### src/include/anc_defs.svh
// Register map, field positions, reset values and timing for link control
`ifndef ANC_DEFS_SVH
`define ANC_DEFS_SVH
`define ANC_ADDR_BC      8'h00
`define ANC_ADDR_BS      8'h01
`define ANC_ADDR_PA      8'h05
`define ANC_ADDR_EX      8'h06
`define ANC_ADDR_ST      8'h16
`define ANC_ADDR_LC      8'hfe
`define ANC_BC_LOOP      14
`define ANC_BC_SPD0      13
`define ANC_BC_AN_EN     12
`define ANC_BC_RESTART   9
`define ANC_BC_SPD1      6
`define ANC_BC_RST       16'h1140
`define ANC_BS_CAPS      16'h7900
`define ANC_BS_AN_CMPL   5
`define ANC_BS_AN_ABLE   3
`define ANC_BS_LINK      2
`define ANC_PA_10        5
`define ANC_PA_100       7
`define ANC_PA_SEL       5'h01
`define ANC_EX_LP_ABLE   0
`define ANC_EX_PD_FAULT  4
`define ANC_ST_LB_LSB    0
`define ANC_ST_MII_MEDIA 5
`define ANC_ST_REV_MAC   6
`define ANC_ST_MDIX_OFF  8
`define ANC_ST_MDIX_MAN  9
`define ANC_ST_RST       16'h0000
`define ANC_LC_RST       16'h0000
`define ANC_CLK_KHZ      40000
`define ANC_BREAK_MS     1200
`define ANC_LFI_MS       750
`define ANC_WDOG_MS      3000
`define ANC_MDIX_MS      62
`define ANC_LFSR_SEED    8'h01
`endif

### src/include/anc_pkg.sv
// Types shared by the link control block
package anc_pkg;
    typedef enum logic [5:0] {
        ANC_DISABLED = 6'b00_0001,
        ANC_MDIX     = 6'b00_0010,
        ANC_BREAK    = 6'b00_0100,
        ANC_ABILITY  = 6'b00_1000,
        ANC_LWAIT    = 6'b01_0000,
        ANC_GOOD     = 6'b10_0000
    } anc_state_t;
    typedef enum logic [1:0] {
        ANC_SPD_10   = 2'h0,
        ANC_SPD_100  = 2'h1,
        ANC_SPD_1000 = 2'h2
    } anc_speed_t;
    typedef enum logic [2:0] {
        ANC_LB_NONE = 3'h0,
        ANC_LB_PCS  = 3'h1,
        ANC_LB_DIG  = 3'h2,
        ANC_LB_ANA  = 3'h3,
        ANC_LB_EXT  = 3'h4,
        ANC_LB_REV  = 3'h5
    } anc_lb_t;
endpackage

### src/rtl/anc_link_ctrl.sv
// Negotiation, crossover and loopback control of a 10/100/1000 PHY
// Function
// - Receiver link status drives parallel detection
// - Parallel detect sets partner bits 5/7
// - Parallel detect loads selector 00001
// - Expansion bit 0 reads 0 after detect
// - Non-good condition sets parallel fault flag
// - Lost negotiated link restarts negotiation
// - Writing control bit 9 restarts negotiation
// - Restart silences line until break timer
// - Strap disable locks negotiation off
// - Negotiation restarts if not resolved within about three seconds, except while both 10M and 100M links show without pulse bursts
// - Crossover resolves before pulse exchange starts
// - Crossover seed draws from 255 values
// - Crossover also runs at forced 10/100 speed, not at forced 1000
// - MII loop in control, others self-test
// - Loopback availability and link by speed
// - MII loop returns data, optionally to media
// - PCS, digital, analog loop points differ
// - Far-end loop retransmits partner data
`timescale 1ns/1ps
`include "anc_defs.svh"
module anc_link_ctrl #(
    parameter int BREAK_CYC = `ANC_BREAK_MS * `ANC_CLK_KHZ, // Break-link time
    parameter int LFI_CYC   = `ANC_LFI_MS * `ANC_CLK_KHZ,   // Link fail inhibit
    parameter int WDOG_CYC  = `ANC_WDOG_MS * `ANC_CLK_KHZ,  // Negotiation limit
    parameter int MDIX_CYC  = `ANC_MDIX_MS * `ANC_CLK_KHZ   // Crossover slot
) (
    input  wire logic              i_clk,
    input  wire logic              i_reset,
    input  wire logic              i_reg_wr,        // Register write strobe
    input  wire logic              i_reg_rd,        // Register read strobe
    input  wire logic [7:0]        i_reg_addr,
    input  wire logic [15:0]       i_reg_wdata,
    output logic      [15:0]       o_reg_rdata,
    input  wire logic              i_strap_an_off,  // Strap: negotiation off
    input  wire logic              i_rx_energy,     // Line energy seen
    input  wire logic              i_link_10,       // 10M receiver link
    input  wire logic              i_link_100,      // 100M receiver link
    input  wire logic              i_link_1000,     // 1000M link good
    input  wire logic              i_partner_flp,   // Partner sends pulse bursts
    input  wire logic              i_page_done,     // Page exchange finished
    input  wire logic [15:0]       i_page_word,     // Partner base page
    input  wire anc_pkg::anc_speed_t i_page_hcd,    // Resolved common speed
    output anc_pkg::anc_speed_t    o_speed,
    output logic                   o_tx_halt,       // Line silent
    output logic                   o_flp_send,      // Send pulse bursts
    output logic                   o_mdix,          // Channels crossed
    output logic                   o_lb_mii,
    output logic                   o_lb_pcs,
    output logic                   o_lb_digital,
    output logic                   o_lb_analog,
    output logic                   o_lb_external,
    output logic                   o_lb_reverse,
    output logic                   o_mii_to_media,  // MII loop also to line
    output logic                   o_rev_to_mac     // Far-end loop also to MAC
);
    import anc_pkg::*;
    localparam int TW = 27;                         // Timer width
    generate
        if (BREAK_CYC < 1 || LFI_CYC < 1 || MDIX_CYC < 1 || WDOG_CYC < 1 ||
            WDOG_CYC >= (1 << TW) || BREAK_CYC >= (1 << TW)) begin : g_chk
            $error("anc_link_ctrl: timer counts out of range");
        end
    endgenerate

    // Pin synchroniser: three stages, change accepted when stages 2 and 3 agree
    logic [5:0] s1, s2, s3, pin;
    logic [5:0] next_pin;
    always_comb begin
        next_pin = pin;
        for (int k = 0; k < 6; k++) begin
            if (s2[k] == s3[k]) begin
                next_pin[k] = s3[k];
            end
        end
    end
    always_ff @(posedge i_clk or posedge i_reset) begin
        if (i_reset) begin
            s1  <= 6'h00;
            s2  <= 6'h00;
            s3  <= 6'h00;
            pin <= 6'h00;
        end else begin
            s1  <= {i_strap_an_off, i_rx_energy, i_link_10, i_link_100,
                    i_link_1000, i_partner_flp};
            s2  <= s1;
            s3  <= s2;
            pin <= next_pin;
        end
    end
    wire strap_pin = pin[5];
    wire energy    = pin[4];
    wire l10       = pin[3];
    wire l100      = pin[2];
    wire l1000     = pin[1];
    wire flp       = pin[0];

    // Control state
    anc_state_t state, next_state;
    logic [TW-1:0] tmr, next_tmr;                   // Shared state timer
    logic [15:0] bc, next_bc;                       // Basic control
    logic [15:0] st, next_st;                       // Self-test control
    logic [15:0] lc, next_lc;                       // Loopback config
    logic [15:0] pa, next_pa;                       // Partner ability
    logic        lp_able, next_lp_able;             // Partner negotiated
    logic        pd_flag, next_pd_flag;             // Parallel detect used
    logic        pd_fault, next_pd_fault;           // Sticky fault
    logic        an_cmpl, next_an_cmpl;
    logic        strap_off, next_strap_off;         // Strap caught after reset
    logic [2:0]  strap_cnt, next_strap_cnt;         // Waits out the filter
    anc_speed_t  hcd, next_hcd;
    logic [15:0] next_rdata;
    anc_speed_t  speed;
    logic        link_good, loop_link;
    logic        wr_bc, restart, an_en;

    // Operating speed: forced bits when negotiation is off
    always_comb begin
        if (bc[`ANC_BC_AN_EN]) begin
            speed = hcd;
        end else if (bc[`ANC_BC_SPD1]) begin
            speed = ANC_SPD_1000;
        end else begin
            speed = bc[`ANC_BC_SPD0] ? ANC_SPD_100 : ANC_SPD_10;
        end
        case (speed)
            ANC_SPD_1000: link_good = l1000;
            ANC_SPD_100:  link_good = l100;
            default:      link_good = l10;
        endcase
    end

    assign an_en   = bc[`ANC_BC_AN_EN];
    assign wr_bc   = i_reg_wr && i_reg_addr == `ANC_ADDR_BC;
    assign restart = wr_bc && i_reg_wdata[`ANC_BC_RESTART] && an_en;

    logic mdix_lock;

    // Next values of negotiation, registers and read data
    always_comb begin
        next_state     = state;
        next_tmr       = tmr + 1'b1;
        next_bc        = bc;
        next_st        = st;
        next_lc        = lc;
        next_pa        = pa;
        next_lp_able   = lp_able;
        next_pd_flag   = pd_flag;
        next_pd_fault  = pd_fault;
        next_an_cmpl   = an_cmpl;
        next_hcd       = hcd;
        next_strap_off = strap_off;
        next_strap_cnt = strap_cnt;
        next_rdata     = o_reg_rdata;
        // Strap level taken at the fifth edge: the filtered copy needs four edges
        // to show the pin, and an earlier look would always see the reset zero
        if (strap_cnt != 3'h5) begin
            next_strap_cnt = strap_cnt + 3'h1;
            if (strap_cnt == 3'h4) begin
                next_strap_off = strap_pin;
            end
        end
        // Register writes; the restart bit never stores
        if (wr_bc) begin
            next_bc = i_reg_wdata & ~16'h8200;
        end
        if (i_reg_wr && i_reg_addr == `ANC_ADDR_ST) begin
            next_st = i_reg_wdata;
        end
        if (i_reg_wr && i_reg_addr == `ANC_ADDR_LC) begin
            next_lc = i_reg_wdata;
        end
        if (next_strap_off) begin
            next_bc[`ANC_BC_AN_EN] = 1'b0;
        end
        // Read data; fault flag clears on read
        if (i_reg_rd) begin
            case (i_reg_addr)
                `ANC_ADDR_BC: next_rdata = bc;
                `ANC_ADDR_BS: next_rdata = `ANC_BS_CAPS
                    | (16'(an_cmpl) << `ANC_BS_AN_CMPL)
                    | (16'(!strap_off) << `ANC_BS_AN_ABLE)
                    | (16'(loop_link) << `ANC_BS_LINK);
                `ANC_ADDR_PA: next_rdata = pa;
                `ANC_ADDR_EX: next_rdata = (16'(pd_fault) << `ANC_EX_PD_FAULT)
                    | (16'(lp_able) << `ANC_EX_LP_ABLE);
                `ANC_ADDR_ST: next_rdata = st;
                `ANC_ADDR_LC: next_rdata = lc;
                default:      next_rdata = 16'h0000;
            endcase
            if (i_reg_addr == `ANC_ADDR_EX) begin
                next_pd_fault = 1'b0;
            end
        end
        case (state)
            ANC_DISABLED: begin
                if (an_en) begin
                    next_state = ANC_BREAK;
                    next_tmr   = '0;
                end
            end
            ANC_MDIX: begin
                if (mdix_lock || st[`ANC_ST_MDIX_OFF]) begin
                    next_state = ANC_ABILITY;
                    next_tmr   = '0;
                end
            end
            ANC_BREAK: begin
                if (tmr == TW'(BREAK_CYC - 1)) begin
                    next_state = ANC_MDIX;
                end
            end
            ANC_ABILITY: begin
                if (i_page_done) begin
                    next_pa      = i_page_word;
                    next_lp_able = 1'b1;
                    next_pd_flag = 1'b0;
                    next_hcd     = i_page_hcd;
                    next_state   = ANC_LWAIT;
                    next_tmr     = '0;
                end else if (!flp && (l10 ^ l100)) begin
                    next_pa      = {8'h00, l100, 1'b0, l10, `ANC_PA_SEL};
                    next_lp_able = 1'b0;
                    next_pd_flag = 1'b1;
                    next_hcd     = l100 ? ANC_SPD_100 : ANC_SPD_10;
                    next_state   = ANC_LWAIT;
                    next_tmr     = '0;
                end else if (!flp && l10 && l100) begin
                    next_pd_fault = 1'b1;
                end else if (tmr == TW'(WDOG_CYC - 1)) begin
                    next_state = ANC_BREAK;
                    next_tmr   = '0;
                end
            end
            ANC_LWAIT: begin
                if (link_good) begin
                    next_state   = ANC_GOOD;
                    next_an_cmpl = 1'b1;
                end else if (tmr == TW'(LFI_CYC - 1)) begin
                    next_pd_fault = pd_flag | next_pd_fault;
                    next_state    = ANC_BREAK;
                    next_tmr      = '0;
                end
            end
            ANC_GOOD: begin
                if (!link_good) begin
                    next_state   = ANC_MDIX;
                    next_an_cmpl = 1'b0;
                end
            end
            default: next_state = ANC_DISABLED;
        endcase
        if (restart && state != ANC_DISABLED) begin
            next_state   = ANC_BREAK;
            next_tmr     = '0;
            next_an_cmpl = 1'b0;
        end
        if (!next_bc[`ANC_BC_AN_EN]) begin
            next_state   = ANC_DISABLED;
            next_an_cmpl = 1'b0;
        end
        if (state == ANC_GOOD || state == ANC_DISABLED) begin
            next_tmr = '0;                          // Timer idle here
        end
    end
    always_ff @(posedge i_clk or posedge i_reset) begin
        if (i_reset) begin
            state       <= ANC_DISABLED;
            tmr         <= '0;
            bc          <= `ANC_BC_RST;
            st          <= `ANC_ST_RST;
            lc          <= `ANC_LC_RST;
            pa          <= 16'h0000;
            lp_able     <= 1'b0;
            pd_flag     <= 1'b0;
            pd_fault    <= 1'b0;
            an_cmpl     <= 1'b0;
            hcd         <= ANC_SPD_1000;
            strap_off   <= 1'b0;
            strap_cnt   <= 3'h0;
            o_reg_rdata <= 16'h0000;
        end else begin
            state       <= next_state;
            tmr         <= next_tmr;
            bc          <= next_bc;
            st          <= next_st;
            lc          <= next_lc;
            pa          <= next_pa;
            lp_able     <= next_lp_able;
            pd_flag     <= next_pd_flag;
            pd_fault    <= next_pd_fault;
            an_cmpl     <= next_an_cmpl;
            hcd         <= next_hcd;
            strap_off   <= next_strap_off;
            strap_cnt   <= next_strap_cnt;
            o_reg_rdata <= next_rdata;
        end
    end

    // Crossover: maximal 8-bit LFSR walks all 255 nonzero seeds
    logic [7:0]    lfsr, next_lfsr;
    logic [TW-1:0] slot, next_slot;
    logic          mdix, next_mdix, next_lock, mdix_run;
    always_comb begin
        mdix_run  = !mdix_lock && (state == ANC_MDIX ||
                    (state == ANC_DISABLED && speed != ANC_SPD_1000));
        next_lfsr = lfsr;
        next_slot = '0;
        next_mdix = mdix;
        next_lock = mdix_lock;
        if (st[`ANC_ST_MDIX_OFF]) begin
            next_mdix = st[`ANC_ST_MDIX_MAN];       // Manual choice wins
            next_lock = 1'b0;
        end else if (mdix_run) begin
            next_lock = energy;
            next_slot = slot + 1'b1;
            if (slot == TW'(MDIX_CYC - 1)) begin
                next_slot = '0;
                next_lfsr = {lfsr[6:0], lfsr[7] ^ lfsr[5] ^ lfsr[4] ^ lfsr[3]};
                next_mdix = mdix ^ lfsr[0];
            end
        end else if (state == ANC_BREAK || (!energy && !link_good)) begin
            next_lock = 1'b0;                       // Re-hunt on a new attempt
        end
    end
    always_ff @(posedge i_clk or posedge i_reset) begin
        if (i_reset) begin
            lfsr      <= `ANC_LFSR_SEED;
            slot      <= '0;
            mdix      <= 1'b0;
            mdix_lock <= 1'b0;
        end else begin
            lfsr      <= next_lfsr;
            slot      <= next_slot;
            mdix      <= next_mdix;
            mdix_lock <= next_lock;
        end
    end

    // Loopback selection, gated by speed; one point at a time by encoding
    anc_lb_t lb_code;
    logic [7:0] next_lb, lb;
    always_comb begin
        lb_code = anc_lb_t'(st[`ANC_ST_LB_LSB +: 3]);
        next_lb = 8'h00;
        next_lb[0] = bc[`ANC_BC_LOOP];
        if (!bc[`ANC_BC_LOOP]) begin
            case (lb_code)
                ANC_LB_PCS: next_lb[1] = speed != ANC_SPD_10;
                ANC_LB_DIG: next_lb[2] = 1'b1;
                ANC_LB_ANA: next_lb[3] = 1'b1;
                ANC_LB_EXT: next_lb[4] = speed != ANC_SPD_1000;
                ANC_LB_REV: next_lb[5] = 1'b1;
                default:    next_lb[1] = 1'b0;
            endcase
        end
        next_lb[6] = next_lb[0] && st[`ANC_ST_MII_MEDIA];
        next_lb[7] = next_lb[5] && st[`ANC_ST_REV_MAC];
        // Link indication inside loops
        if (lb[0]) begin
            loop_link = 1'b0;
        end else if (lb[1]) begin
            loop_link = speed == ANC_SPD_100;
        end else if (lb[2] || lb[3]) begin
            loop_link = 1'b1;
        end else begin
            loop_link = link_good;
        end
    end
    always_ff @(posedge i_clk or posedge i_reset) begin
        if (i_reset) begin
            lb <= 8'h00;
        end else begin
            lb <= next_lb;
        end
    end
    assign {o_rev_to_mac, o_mii_to_media, o_lb_reverse, o_lb_external,
            o_lb_analog, o_lb_digital, o_lb_pcs, o_lb_mii} = lb;
    assign o_speed    = speed;
    assign o_mdix     = mdix;
    assign o_tx_halt  = state == ANC_BREAK;
    assign o_flp_send = state == ANC_ABILITY;
endmodule

### config.mk
export PLATFORM = sky130hd
export DESIGN_NAME = anc_link_ctrl
export DESIGN_NICKNAME = d
export VERILOG_FILES = /design/src/include/anc_pkg.sv /design/src/rtl/anc_link_ctrl.sv
export VERILOG_INCLUDE_DIRS = /design/src /design/src/include
export SDC_FILE = /design/constraint.sdc
export NUM_CORES = 1
export LEC_CHECK = 0
export BUFFER_PORTS_ARGS = -buffer_cell sky130_fd_sc_hd__buf_2
export CELL_PAD_IN_SITES_DETAIL_PLACEMENT = 0
export CELL_PAD_IN_SITES_GLOBAL_PLACEMENT = 1
export CORE_MARGIN = 3
export CORE_UTILIZATION = 50
export CTS_CLUSTER_SIZE = 24
export DETAILED_ROUTE_END_ITERATION = 7
export PLACE_DENSITY_LB_ADDON = 0.1
export SLEW_MARGIN = 15
export SYNTH_ARGS = -nofsm -noshare
export SYNTH_HDL_FRONTEND = slang
export SYNTH_SLANG_ARGS = --single-unit
### constraint.sdc
create_clock -name i_clk -period 12.49 [get_ports i_clk]
set_input_delay 2.498 -clock i_clk [delete_from_list [all_inputs] [get_ports i_clk]]
set_output_delay 2.498 -clock i_clk [all_outputs]
set_load 0.03 [all_outputs]
== After elaboration in Yosys (flattened, before gate mapping) ==
Cells that the tools add are included.

* Add/subtract/negate cells: 3
* Equal/unequal tests: 41
* Muxes and demuxes: 73
* Bitwise logic cells: 10
* Reduce and logical (&&, ||, !) cells: 35

{| class="wikitable"
|+ Operators with widths
! operator !! number
|-
| two-way mux 27 bit || 13
|-
| one-hot mux 27 bit (4 select lines) || 1
|-
| one-hot mux 16 bit (6 select lines) || 1
|-
| two-way mux 6 bit || 12
|-
| adder 27 x 1 -> 27 bit (second input constant) || 2
|-
| one-hot mux 6 bit (6 select lines) || 1
|-
| two-way mux 1 bit || 34
|-
| two-way mux 16 bit || 2
|-
| == test 27 x 22 -> 1 bit (second input constant) || 1
|-
| == test 27 x 25 -> 1 bit (second input constant) || 1
|-
| == test 27 x 26 -> 1 bit (second input constant) || 1
|-
| == test 27 bit (second input constant) || 1
|-
| == test 8 x 3 -> 1 bit (second input constant) || 2
|-
| inequality test 4 bit (second input constant) || 4
|-
| OR 15 x 3 -> 15 bit || 1
|-
| OR 15 x 4 -> 15 bit || 1
|-
| logical AND 1 bit || 14
|-
| two-way mux 13 bit || 1
|-
| == test 3 bit (second input constant) || 3
|-
| == test 8 x 1 -> 1 bit (second input constant) || 1
|-
| == test 8 x 5 -> 1 bit (second input constant) || 1
|-
| == test 8 bit (second input constant) || 1
|-
| logical NOT 8 bit || 1
|-
| two-way mux 2 bit || 4
|-
| 33 further kinds || 58
|}

* Flip-flop bits (word level): 190
* Output and inout bits: 29
* Word-level logic and storage cells: 191

== Longest topological paths before layout ==
* Depth in word-level cells: 11
* Depth in mapped cells: 12

== Worst setup path before layout ==
Ideal clock, no wire load.

* Path type: input-to-reg
* Start: input port i_reg_addr[5]
* End: register tmr[18]
* Library setup time: 119 ps
* Data arrival time: 4288 ps
* Path slack: 8083 ps
* Stages on the path: 10
* Cells stage by stage: or4_1 -> buf_2 -> or3_1 -> buf_2 -> o21ai_2 -> or2b_1 -> a21o_1 -> buf_4 -> buf_6 -> nor2_1

* Cells in the longest elaborated chain, start to end: 7

{| class="wikitable"
|+ Ends and longest elaborated chain
! item !! line !! text
|-
| from (decl) || anc_link_ctrl.sv:33 || <nowiki>input wire logic [7:0] i_reg_addr,</nowiki>
|-
| logical NOT 8 bit || - ||
|-
| logical AND 1 bit (no source line) || - ||
|-
| logical AND 1 bit (2 in a row) || anc_link_ctrl.sv:136 || <nowiki>assign restart = wr_bc && i_reg_wdata[`ANC_BC_RESTART] && an_en;</nowiki>
|-
| logical AND 1 bit || anc_link_ctrl.sv:254 || <nowiki>if (restart && state != ANC_DISABLED) begin</nowiki>
|-
| two-way mux 27 bit || anc_link_ctrl.sv:254 ||
|-
| two-way mux 27 bit || anc_link_ctrl.sv:263 || <nowiki>if (state == ANC_GOOD || state == ANC_DISABLED) begin</nowiki>
|-
| net next_tmr[18] || anc_link_ctrl.sv:101 || <nowiki>logic [TW-1:0] tmr, next_tmr;</nowiki>
|-
| to (signal assigned) || anc_link_ctrl.sv:285 || <nowiki>tmr <= next_tmr;</nowiki>
|-
| to (decl) || anc_link_ctrl.sv:101 ||
|}

The timed path passes the listed nets, and every way through them passes these cells.
A chain may end at the register's enable or synchronous reset.

== Worst setup path after layout ==
* Start: input port i_reg_addr[5]
* End: register tmr[20]

Same word-level chain as after synthesis.

==> results.toml <==
[run_status]
status = "finished clean"

[synthesis]
mappedNetlistArea_sq_um = 8518
synthDominantCellAreaShare_pct = 54.05
synth-seq-cells = 190
synthXorXnorAreaFrac_pct = 5.861
synth_largest_area_cell = "dfrtp_1"
synthTopCellsByCount = "dfrtp_1 (184), nor2_1 (77), mux2_2 (68)"
synth-edff-count = 0
dominant_cell_by_count_in_the_synthesized_netlist = "dfrtp_1"
synth_top_family_by_area = "simple AND/OR/NAND/NOR gates"
syn-mean-instance-area_sq_um = 11.45
yosys_most_used_dff = "dfrtp_1"
seq_area_frac_synth_pct = 55.90
synth_compound_gate_area_share_pct = 7.932
async_reset_ff_share_pct = 100.0
synth_fp_nets = 805
synthesis.yosys.warnings = 0
synth_adder_area_share_pct = 1.880
synth.area.mux_share_pct = 9.577
post_synthesis_cell_count = 744
synthTopCellsByArea = "dfrtp_1 (54%), mux2_2 (9.0%), nor2_1 (3.4%)"
post_synth_and_or_nand_nor_area_fraction_pct = 16.29
synth_cell_type_count = 68

[drt]
average_routed_wire_per_standard_cell_um = 17.87
finalWirelength_um = 18840
drt.antenna.violating_nets = 0
detailedRoute.firstPassIterationCount = 5
route.detailed.drc = 0
vias = 5907
drt_iter0_drc = 336
drt-vias-per-instance = 5.604

[cts]
clockBufferDepth = 2
cts_setup_buffers = 0
cts-root-buf = "clkbuf_16"
clock_insertion_delay_worst_skew_ps = 430
cts_tree = "yes"
clock-sinks = 190
clkSlewWorstSetupHoldPaths_ps = 70
cts_hold_buffers_added = 0
tritoncts.num_buffers = 17
cts.htree.levels = 4
cts_resized = 0

[timing]
max-slew-margin-rel_pct = 31.18
max_clock_freq_mhz = 205.1
fin_worst_hold_slack_ps = 348.6
grt_setup_unrepaired = "no"
final.period_utilization_pct = 39.04
hold_violations = 0
timing.final.setup_violations = 0
worst_pin_slew_ps = 1032
fin_setup_tns_ps = 0
fin_worst_skew_ps = 11.53
final.min_clock_period_ps = 4876
finalMaxSlewViolations = 0

[place]
detailed_place_hpwl_um = 13030
routabilityCongestion = 0.8523
post-place-cells = 1020
place.port_buffers = 81

[critical_path]
cp-end-kind = "register"
worstPathRequired_ps = 12770
cp_slowest_cell = "or3_1"
critical_path.max_fanout = 26
cp.arrival_ps = 5160
worstSetupStartpointType = "input port"
worstPathBufferInverterCount = 1
critPathTopFamily = "simple AND/OR/NAND/NOR gates"
setup.worst_path.class = "in -> reg"
critical-path-max-stage-delay_ps = 740
crit_path_cell_trace = "buf_2 -> or4_1 -> or3_1 -> o21ai_2 -> or2b_1 -> a21o_1 -> nor2_1"

[layout]
layoutNonFillerInstCount = 1054
postLayoutCoreUtil_pct = 58.21
area_growth_syn_to_layout_pct = 13.73
nets = 881
filler_cell_count = 1417
final_layout_size_suffix_gt1_share_pct = 24.13

[grt]
globalRouteOverflowTotal = 0
total_track_usage_pct = 20.81
grt_pass1_wl_um = 30360
largest_net_degree_at_the_start_of_global_routing = 108
first_global_vias = 5886
antenna_violations_before_repair = 0

[die]
floorplan.die_area_sq_um = 18640
floorplan.rows = 47
dieHeight_um = 136.5
floorplan.initialDensity_pct = 51.18
pin_count = 82
die_w_um = 136.5
core-area_sq_um = 16640

[worst_hold_path]
hold_path_class = "reg -> reg"

[power]
p_leak_nw = 4.505
power_density_nw_per_um2 = 128.7
ir_drop_mv = 0.08741

[job]
maxCapViolations = 0
==> layout by cell type, fill, tap and decap left out, types with 14 or more instances in the layout <==
| cell type | count |
|---|---|
| inv_1 | 21 |
| dfrtp_1 | 184 |
| a22o_1 | 14 |
| nor3_1 | 16 |
| mux2_2 | 68 |
| nor2_1 | 77 |
| buf_2 | 81 |
| a22oi_1 | 14 |
| xnor2_1 | 24 |
| clkbuf_16 | 17 |
| a21oi_1 | 15 |
| o21ai_0 | 19 |
| xor2_1 | 33 |
| nand2_1 | 54 |
| nand3_1 | 31 |
==> area by class of cell <==
cell class                 count  area [sq um]  share of cell area (%)
antenna                        1         2.502                 0.02583
clock buffer                  19         432.9                   4.469
clock inverter                13         131.4                   1.356
inverter                      22         90.09                  0.9299
multi-input combinational    504          3538                   36.52
sequential                   190          4762                   49.15
tap                          220         275.3                   2.841
timing repair buffer          85         455.4                   4.701
==> final timing paths <==
| kind | startpoint | end | slack, ps | depth (start not counted) |
|---|---|---|---|---|
| worst max-delay path | i_reg_addr[5] | tmr[20]$_DFF_PP0_ | 7610 | 7 |
| worst min-delay path | s1[0]$_DFF_PP0_ | s2[0]$_DFF_PP0_ | 350 | 0 |
| worst max register to register | bc[12]$_DFF_PP1_ | o_reg_rdata[2]$_DFFE_PP0P_ | 9300 | 9 |
| worst min register to register | s1[0]$_DFF_PP0_ | s2[0]$_DFF_PP0_ | 350 | 0 |
| max in group asynchronous | i_reset | bc[12]$_DFF_PP1_ | 9080 | 4 |
| min in group asynchronous | i_reset | pa[8]$_DFFE_PP0P_ | 2200 | 2 |
==> cell families (layout without fill, tap and decap cells) <==
family / count (synthesis) / after routing
adders and majority gates: 14 / 14
and+or+nand+nor: 269 / 269
xor gates and xnor gates: 57 / 57
AOI/OAI and AO/OA: 91 / 91
muxes: 73 / 73
buffers and inverters: 50 / 139
DFF: 190 / 190
other: 0 / 1
==> where the power goes <==
group / switching [mW] / internal (mW) / total [mW] / leakage, nW
combinational: 0.0468 / 0.0256 / 0.0724 / 1.70
sequential: 0.0149 / 0.634 / 0.649 / 2.54
clock: 0.246 / 0.280 / 0.526 / 0.271
==> state kept, by name (all words and copies together), names as in the netlist, 3 cells and up <==
signal	count
pa	16
lb	8
lfsr	8
pin	6
lc	16
o_reg_rdata	16
st	16
s1	6
bc	14
tmr	27
state	6
slot	27
s3	6
s2	6
strap_cnt	3
==> routing by layer <==
metal	part of all wire [%]	global-route usage, %	vias to the layer above
met5	0	0	-
met4	0.73	5.207	0
met3	3.9	4.816	13
met2	47	31.57	108
met1	48	30.45	2989
li1	-	-	2797
==> per-stage QoR <==
stage | area (sq um) | power (mW) | setup WS [ps]
after floorplan | 8518 | 0.7055 | 4831
after global placement | 9094 | 0.7295 | 7231
after detailed placement | 9094 | 0.7329 | 7152
after global routing | 9686 | 1.297 | 7429
after CTS | 9658 | 1.260 | 7606
final | 9688 | 1.247 | 7614
==> worst register-to-register path, delay by kind of cell (launching register included) <==
family                     cells  cell delay, ps
AOI/OAI and AO/OA              4            1270
adders and majority gates      1             290
buffers and inverters          1             130
DFF                            1             640
muxes                          2             630
and+or+nand+nor                1             120
Power figures use the tool's default switching activity.
